--- config.mk ---
export PLATFORM = sky130hd
export DESIGN_NAME = qact_top
export DESIGN_NICKNAME = d
export VERILOG_FILES = /design/src/verilog/qact_pkg.sv /design/src/verilog/qact_fifo.sv /design/src/verilog/qact_top.sv
export VERILOG_INCLUDE_DIRS = /design/src /design/src/verilog
export SDC_FILE = /design/constraint.sdc
export NUM_CORES = 2
export LEC_CHECK = 0
export BUFFER_PORTS_ARGS = -buffer_cell sky130_fd_sc_hd__buf_2
export CAP_MARGIN = 20
export CORE_UTILIZATION = 35
export DETAILED_ROUTE_END_ITERATION = 10
export SLEW_MARGIN = 15
export SYNTH_ARGS = -nofsm -noshare
export SYNTH_HDL_FRONTEND = slang
export SYNTH_SLANG_ARGS = --single-unit
--- constraint.sdc ---
create_clock -name clk_sys -period 15.8 [get_ports clk_sys]
set_input_delay 0.79 -clock clk_sys [delete_from_list [all_inputs] [get_ports clk_sys]]
set_output_delay 0.79 -clock clk_sys [all_outputs]
set_load 0.005 [all_outputs]
--- src/verilog/qact_map.svh ---
`ifndef QACT_MAP_SVH
`define QACT_MAP_SVH

// Converter geometry.
`define QACT_CHANNELS 4
`define QACT_WORD_BITS 16
`define QACT_LP_BITS 14
// Pipeline depth from the sampling edge to the output word.
`define QACT_LATENCY 16
// Output FIFO depth in words.
`define QACT_FIFO_DEPTH 16
// Clamp pattern: one cycle high, then two cycles low.
`define QACT_CLAMP_HIGH 2'h1
`define QACT_CLAMP_LOW 2'h2
`define QACT_CLAMP_PERIOD 2'h3
// Serial bit index of the first (most significant) bit sent.
`define QACT_SER_FIRST 4'hf

`endif

--- src/verilog/qact_pkg.sv ---
package qact_pkg;

    // One sample code of one channel.
    typedef logic [15:0] qact_code_t;

    // One sampled frame of all four channels with its capture mode.
    typedef struct packed {
        qact_code_t [3:0] code;
        logic low_power;
        logic valid;
    } qact_stage_s;

    // Output coding format.
    typedef enum logic {
        QACT_OFFSET_BIN,
        QACT_TWOS_COMP
    } qact_format_e;

    // Serial output sequencer states.
    typedef enum logic {
        QACT_SER_IDLE,
        QACT_SER_SHIFT
    } qact_ser_state_e;

endpackage

--- src/verilog/qact_fifo.sv ---
`timescale 1ns/100ps
`default_nettype none

// Synchronous FIFO with valid/ready on both sides.
module qact_fifo #(
    parameter int WIDTH = 64,
    parameter int DEPTH = 16
) (
    // Clock and reset
    input wire logic clk_sys,
    input wire logic reset,
    // Fill side
    input wire logic in_valid,
    output logic in_ready,
    input wire logic [WIDTH-1:0] in_data,
    // Drain side
    output logic out_valid,
    input wire logic out_ready,
    output logic [WIDTH-1:0] out_data
);
    localparam int AW = $clog2(DEPTH);

    logic [WIDTH-1:0] mem [DEPTH];
    logic [AW-1:0] wr_q;
    logic [AW-1:0] rd_q;
    logic [AW:0] count_q;
    wire push = in_valid && in_ready;
    wire pop = out_valid && out_ready;

    // Full and empty come straight from the occupancy count.
    assign in_ready = (count_q != (AW+1)'(DEPTH));
    assign out_valid = (count_q != '0);
    assign out_data = mem[rd_q];

    // Storage array written on push only; no reset needed for data.
    always_ff @(posedge clk_sys)
    begin
        if (push)
            mem[wr_q] <= in_data;
    end

    // Pointers and occupancy.
    always_ff @(posedge clk_sys)
    begin
        if (reset)
        begin
            wr_q <= '0;
            rd_q <= '0;
            count_q <= '0;
        end
        else
        begin
            if (push)
                wr_q <= (wr_q == AW'(DEPTH - 1)) ? '0 : wr_q + 1'b1;
            if (pop)
                rd_q <= (rd_q == AW'(DEPTH - 1)) ? '0 : rd_q + 1'b1;
            count_q <= count_q + (AW+1)'(push) - (AW+1)'(pop);
        end
    end
endmodule

`default_nettype wire

--- src/verilog/qact_top.sv ---
// Function
// RQ1: A new sample of every channel is taken on each rising edge of the converter clock.
// RQ2: Each sample moves one pipeline stage per edge and its word appears exactly 16 cycles after it was taken.
// RQ3: Words leave as 16-bit serial words coded as offset binary or two's complement as configured.
// RQ4: Low-power mode powers down the high-resolution front end and runs all four channels as 14-bit converters.
// RQ5: The resolution mode may change at any time without a reset and takes effect on the next sample.
// RQ6: High-resolution mode converts the hi_res_input set and low-power mode the low_power_input set.
// RQ7: Clamping acts only on the 14-bit inputs and never on the 16-bit inputs.
// RQ8: The controlling party sets dc_restore_enable to clamp, and with it clear no clamping happens.
// RQ9: The external timing logic pulses frame_align_in high so the clamp phase meets the sensor reset phase.
// RQ10: After alignment the clamp control is high one cycle and low two cycles, repeating.
// RQ11: Every frame_align_in pulse restarts the pattern at its high phase, and a clear enable keeps clamp low; the code ignores pulses shorter than two cycles.
`include "qact_map.svh"
`timescale 1ns/100ps
`default_nettype none

module qact_top (
    // Clock and reset
    input wire logic clk_sys,
    input wire logic reset,
    // Digitised front-end codes
    input wire logic [63:0] hi_res_input,
    input wire logic [55:0] low_power_input,
    // Configuration
    input wire logic low_power_mode,
    input wire logic twos_comp_format,
    input wire logic dc_restore_enable,
    // Clamp alignment pin
    input wire logic frame_align_in,
    // Analog controls
    output logic hi_res_frontend_pd,
    output logic clamp_low_power_path,
    output logic clamp_hi_res_path,
    // Parallel pipeline output
    output qact_pkg::qact_stage_s pipe_word,
    // Serial outputs and receiver ready
    output logic [3:0] serial_data,
    output logic serial_frame,
    input wire logic serial_ready,
    // Buffer status
    output logic fifo_in_ready,
    output logic fifo_overflow
);
    localparam int LAT = `QACT_LATENCY;

    // Sample capture and formatting.
    qact_pkg::qact_stage_s sample_now;
    qact_pkg::qact_stage_s pipe_q [LAT];
    qact_pkg::qact_format_e fmt;
    logic [63:0] fifo_out;
    logic fifo_out_valid;
    logic fifo_pop;

    assign fmt = twos_comp_format ? qact_pkg::QACT_TWOS_COMP : qact_pkg::QACT_OFFSET_BIN;

    // Per-channel selection, 14-bit left justification and coding.
    genvar ch;
    generate
        for (ch = 0; ch < `QACT_CHANNELS; ch++)
        begin : g_ch
            wire [15:0] hi_code = hi_res_input[ch*16 +: 16];
            wire [15:0] lp_code = {low_power_input[ch*14 +: 14], 2'h0};
            wire [15:0] raw = low_power_mode ? lp_code : hi_code; // RQ6 RQ4
            wire flip = (fmt == qact_pkg::QACT_TWOS_COMP);
            assign sample_now.code[ch] = {raw[15] ^ flip, raw[14:0]}; // RQ3
        end
    endgenerate
    assign sample_now.low_power = low_power_mode; // RQ5
    assign sample_now.valid = 1'b1; // RQ1

    // The mode travels with each sample, so switching never needs a reset.
    assign hi_res_frontend_pd = low_power_mode; // RQ4 RQ5

    // Latency pipeline: stage 0 captures, stage LAT-1 is the output word.
    always_ff @(posedge clk_sys)
    begin
        if (reset)
            pipe_q[0] <= '0;
        else
            pipe_q[0] <= sample_now; // RQ1
    end

    genvar st;
    generate
        for (st = 1; st < LAT; st++)
        begin : g_pipe
            always_ff @(posedge clk_sys)
            begin
                if (reset)
                    pipe_q[st] <= '0;
                else
                    pipe_q[st] <= pipe_q[st-1]; // RQ2
            end
        end
    endgenerate
    assign pipe_word = pipe_q[LAT-1]; // RQ2

    // Frame alignment pin: three-stage synchroniser, change counted on agreement.
    logic [2:0] align_sync_q;
    logic align_level_q;
    wire align_agree = (align_sync_q[1] == align_sync_q[2]);
    wire align_rise = align_agree && align_sync_q[2] && !align_level_q;

    always_ff @(posedge clk_sys)
    begin
        if (reset)
            align_sync_q <= 3'h0;
        else
            align_sync_q <= {align_sync_q[1:0], frame_align_in};
    end

    // Filtered level of the alignment pin.
    always_ff @(posedge clk_sys)
    begin
        if (reset)
            align_level_q <= 1'b0;
        else if (align_agree)
            align_level_q <= align_sync_q[2];
    end

    // Clamp phase counter: phase 0 is the high cycle, phases 1 and 2 are low.
    logic [1:0] phase_q;
    logic [1:0] phase_d;
    logic aligned_q;
    logic clamp_q;
    wire phase_wrap = (phase_q == `QACT_CLAMP_PERIOD - 2'h1);

    assign phase_d = align_rise ? 2'h0 : (phase_wrap ? 2'h0 : phase_q + 2'h1); // RQ11 RQ9

    always_ff @(posedge clk_sys)
    begin
        if (reset)
        begin
            phase_q <= 2'h0;
            aligned_q <= 1'b0;
        end
        else
        begin
            phase_q <= phase_d; // RQ10
            aligned_q <= aligned_q | align_rise;
        end
    end

    // Registered clamp control; held low until aligned or while disabled.
    always_ff @(posedge clk_sys)
    begin
        if (reset)
            clamp_q <= 1'b0;
        else
            clamp_q <= dc_restore_enable && (aligned_q || align_rise) && (phase_d < `QACT_CLAMP_HIGH); // RQ10 RQ11 RQ8
    end

    // Clamp reaches only the 14-bit inputs.
    assign clamp_low_power_path = clamp_q; // RQ7
    assign clamp_hi_res_path = 1'b0; // RQ7

    // Output buffer between the pipeline and the serialiser.
    logic [63:0] fifo_in;
    wire fifo_push = pipe_q[LAT-1].valid;
    assign fifo_in = pipe_q[LAT-1].code;

    qact_fifo #(
        .WIDTH(64),
        .DEPTH(`QACT_FIFO_DEPTH)
    ) u_fifo (
        .clk_sys(clk_sys),
        .reset(reset),
        .in_valid(fifo_push),
        .in_ready(fifo_in_ready),
        .in_data(fifo_in),
        .out_valid(fifo_out_valid),
        .out_ready(fifo_pop),
        .out_data(fifo_out)
    );

    // A word lost to a full buffer is flagged until reset.
    always_ff @(posedge clk_sys)
    begin
        if (reset)
            fifo_overflow <= 1'b0;
        else if (fifo_push && !fifo_in_ready)
            fifo_overflow <= 1'b1;
    end

    // Serialiser: 16 bits per channel lane, most significant bit first.
    qact_pkg::qact_ser_state_e ser_state_q;
    logic [63:0] shift_q;
    logic [3:0] bit_q;
    wire ser_last = (bit_q == 4'h0);
    wire ser_step = (ser_state_q == qact_pkg::QACT_SER_SHIFT) && serial_ready;
    wire ser_done = ser_step && ser_last;
    wire ser_load = fifo_out_valid && ((ser_state_q == qact_pkg::QACT_SER_IDLE) || ser_done);
    assign fifo_pop = ser_load;

    // Lane bits come from the top bit of each channel field.
    genvar ln;
    generate
        for (ln = 0; ln < `QACT_CHANNELS; ln++)
        begin : g_lane
            assign serial_data[ln] = shift_q[ln*16 + 15] && (ser_state_q == qact_pkg::QACT_SER_SHIFT); // RQ3
        end
    endgenerate
    assign serial_frame = (ser_state_q == qact_pkg::QACT_SER_SHIFT) && (bit_q == `QACT_SER_FIRST);

    // Serialiser state and shift register.
    always_ff @(posedge clk_sys)
    begin
        if (reset)
        begin
            ser_state_q <= qact_pkg::QACT_SER_IDLE;
            shift_q <= 64'h0;
            bit_q <= 4'h0;
        end
        else
        begin
            case (ser_state_q)
                qact_pkg::QACT_SER_IDLE:
                begin
                    if (ser_load)
                    begin
                        ser_state_q <= qact_pkg::QACT_SER_SHIFT;
                        shift_q <= fifo_out;
                        bit_q <= `QACT_SER_FIRST;
                    end
                end
                qact_pkg::QACT_SER_SHIFT:
                begin
                    if (ser_load)
                    begin
                        shift_q <= fifo_out;
                        bit_q <= `QACT_SER_FIRST;
                    end
                    else if (ser_done)
                        ser_state_q <= qact_pkg::QACT_SER_IDLE;
                    else if (ser_step)
                    begin
                        shift_q <= {shift_q[62:0], 1'b0};
                        bit_q <= bit_q - 4'h1;
                    end
                end
                default:
                    ser_state_q <= qact_pkg::QACT_SER_IDLE;
            endcase
        end
    end
endmodule

`default_nettype wire

==> key figures <==
Outcome
  – Run status: completed

Setup path
  – CP startpoint kind: register
  – Crit path required time: between 15 and 20 ns
  – Reg2Reg Setup Slack: between 10 and 15 ns
  – Crit Path Max Fanout: 39
  – R2R cell count: 14
  – Reg2reg start: u_fifo.count_q[2]
  – Crit path DAT: approximately 4.6 ns
  – WS Path Type: reg -> reg
  – Critical Path Sink Type: register
  – Reg-to-reg endpoint: u_fifo.count_q[4]

Synth
  – Post-Syn Nets: around 4700
  – Yosys cell types: 62
  – Post-synthesis area per instance: roughly 16 um2
  – Async S/R FF share, synth: 0
  – Synth Instances: roughly 4500
  – Post-synth EDFFs: approximately 1000
  – Dominant cells by area after synthesis: edfxtp_1 (42%), dfxtp_1 (32%), nor2b_1 (8.6%), mux4_2 (5.1%), mux2i_1 (2.3%)
  – Share of the synthesized area in the top cell type: 0.421
  – Area leader, netlist: edfxtp_1
  – Flops & latches, synth: approximately 2200
  – Main synth FF type: dfxtp_1
  – Seq/Total Area, Yosys: 0.736
  – Post-Syn Area: 0.0731 mm2
  – Yosys warning count: 0

Place
  – HPWL after DPL: 73.2 mm
  – Port bufs: 201
  – Placer congestion estimate: 0.728
  – Post-DP Area: around 0.076 mm2

Cells and area
  – Area Overhead vs Synth: 13.4%
  – Final nets: 4799
  – Filler cell count in the final layout: approximately 19000
  – Finished Cell Area: 0.0829 mm2
  – Layout cell share with drive strength beyond 1: 0.178

Worst hold path
  – Hold_sp: hi_res_input[1]
  – Worst Hold End: pipe_q[0][3]
  – Hold Path Class: in -> reg
  – Worst Hold Depth: 2

Die
  – Row count: roughly 170
  – Die height: around 460 um
  – Initial Util: 0.353
  – Die extent in x: 459 um
  – Die area: between 0.2 and 0.25 mm2
  – Core area: slightly above 0.2 mm2
  – Top-level I/O count: 203

STA
  – Minimum clock period: roughly 4.0 ns
  – RSZ-0062 raised after global routing: false
  – Slew Limit Fails: 0
  – Slew headroom: 0.283
  – Setup TNS: 0 ns
  – Period utilisation layout: 0.251
  – Clock Skew: 0.0373 ns
  – Worst-margin pin slew: roughly 1.1 ns
  – F_max: around 250 MHz
  – Final Setup Violations: 0
  – Endpoints failing hold: 0

Clocking
  – CTS clk-pin slew, worst paths: 0.06 ns
  – H-tree levels: 4
  – Post-CTS Hold Buffers: 0
  – CTS max path bufs: 3
  – Post_cts resized: 0
  – CTS tree: built
  – Clk root buf: clkbuf_16
  – Post-CTS Setup Inserts: 0
  – TritonCTS Buffers: 206
  – Worst skew pair latency: 0.81 ns
  – Clk sinks: 2175

Run
  – Max Cap Viol: 0

Detailed routing
  – WL final: about 140 mm
  – Initial DRC Count: 2362
  – DR vias/cell: around 4.5
  – Wirelength per Cell: around 19 um
  – Post-DRT Antenna Nets: 0
  – Residual DRC: 0
  – DR vias: 34128
  – First-pass iteration count of the detailed router: 7

Global route
  – Vias in the first global route: ~34000
  – Overflow after GRT: 0
  – Overall Global Routing Usage: 0.133
  – First-pass GRT wire length: 213 mm
  – Largest net degree at the start of global routing: ~220
  – Initial antenna violation count: 4

Pwr
  – Power density over cell area: 145 mW/mm2
  – Leakage power total: 0.0311 uW
  – Max VDD drop: between 0.1 and 0.15 mV
==> worst max path at each step <==
stage                            from           endpoint  slack (ns)  cells past startpoint
detailed placement              reset        shift_q[16]       11.64                      5
floorplan           u_fifo.count_q[2]   u_fifo.mem[1][0]        9.55                      8
CTS                 u_fifo.count_q[2]  u_fifo.count_q[4]       11.85                     14
global route        u_fifo.count_q[2]  u_fifo.count_q[4]       11.62                     14
finish              u_fifo.count_q[2]  u_fifo.count_q[4]       11.83                     14
global placement                reset         shift_q[5]       11.74                      5
==> layout by cell type, fill, tap and decap left out, types with 67 or more instances in the layout <==
| cell type | n |
|---|---|
| mux2i_1 | 169 |
| dfxtp_1 | 1147 |
| edfxtp_1 | 1024 |
| nor2_1 | 125 |
| nor3_1 | 68 |
| buf_2 | 199 |
| nor2b_1 | 1004 |
| mux4_2 | 166 |
| a221oi_1 | 67 |
| clkbuf_16 | 212 |
| clkbuf_1 | 67 |
==> layer usage <==
| metal | share of wire | vias up | routed length, um | global-route usage |
|---|---|---|---|---|
| met5 | 0 | - | 0 | 0 |
| met4 | 0.022 | 0 | 3070 | 0.0395 |
| met3 | 0.052 | 223 | 7410 | 0.0240 |
| met2 | 0.46 | 900 | 65800 | 0.214 |
| met1 | 0.46 | 16670 | 65300 | 0.181 |
| li1 | - | 16335 | - | - |
==> through the flow <==
step                      total power [uW]  utilization  instances  hold slack (ns)  setup WS [ns]
after CTS                            12200        0.400       7619            0.120          11.85
after global placement                7320        0.367       7235            0.400          11.74
after global routing                 12500        0.400       7621            0.150          11.62
after detailed placement              7330        0.367       7235            0.420          11.64
final                                12000        0.400       7621            0.191          11.83
after floorplan                       7100            -       4522            0.392           9.55
==> critical path, cell delays in order (launching register included) <==
cell and delay, ns:
dfxtp_1 0.32, inv_1 0.08, ha_1 0.18, nor4b_4 0.57, a21o_4 0.60, inv_2 0.45
ha_1 0.40, inv_1 0.07, ha_1 0.16, inv_1 0.06, fa_1 0.40, nor2b_1 0.16
o21bai_1 0.10, a21oi_1 0.15, nor3b_1 0.06
==> cell families (layout without fill, tap and decap cells) <==
group | after synthesis | after routing | synth area share
compound gates | 156 | 156 | 0.0196
xor+xnor | 8 | 8 | 0.000959
fa+ha+maj | 16 | 16 | 0.00284
buf+inv | 347 | 657 | 0.0302
flops | 2175 | 2175 | 0.736
mux | 431 | 431 | 0.0969
other cells | 1 | 2 | 0.0000513
simple gates | 1388 | 1388 | 0.113
==> where the power goes <==
group / switching (uW) / leakage [uW] / internal, uW / total (uW)
combinational: 674 / 0.00711 / 440 / 1110
clock: 2050 / 0.00334 / 2800 / 4850
sequential: 116 / 0.0206 / 5960 / 6080
==> layout make-up <==
type                       instances  area, um2  share of cell area
sequential                      2175      53800               0.649
multi-input combinational       2000      17200               0.208
clock buffer                     320       6120              0.0739
tap                             2788       3490              0.0421
timing repair buffer             256       1500              0.0181
clock inverter                    64        653             0.00788
inverter                          17       65.1            0.000785
antenna                            1       2.50           0.0000302
==> state kept, by name (all words and copies together) (netlist names), 2 cells and up, named ones only <==
| signal | cells |
|---|---|
| align_sync_q | 3 |
| shift_q | 64 |
| u_fifo.count_q | 5 |
| pipe_q | 1056 |
| u_fifo.wr_q | 4 |
| phase_q | 2 |
| u_fifo.rd_q | 4 |
| bit_q | 4 |
| u_fifo.mem | 1024 |
==> cells in the mapped netlist, types with 27 or more instances <==
| cell type | count |
|---|---|
| a221oi_1 | 67 |
| a221oi_2 | 27 |
| buf_2 | 30 |
| buf_4 | 74 |
| clkbuf_1 | 156 |
| dfxtp_1 | 1151 |
| edfxtp_1 | 1024 |
| mux2_2 | 58 |
| mux2i_1 | 169 |
| mux4_1 | 38 |
| mux4_2 | 166 |
| nand2b_1 | 34 |
| nor2_1 | 139 |
| nor2b_1 | 1005 |
| nor3_1 | 72 |
| nor4_1 | 64 |
(Power assumes the default switching activity.)
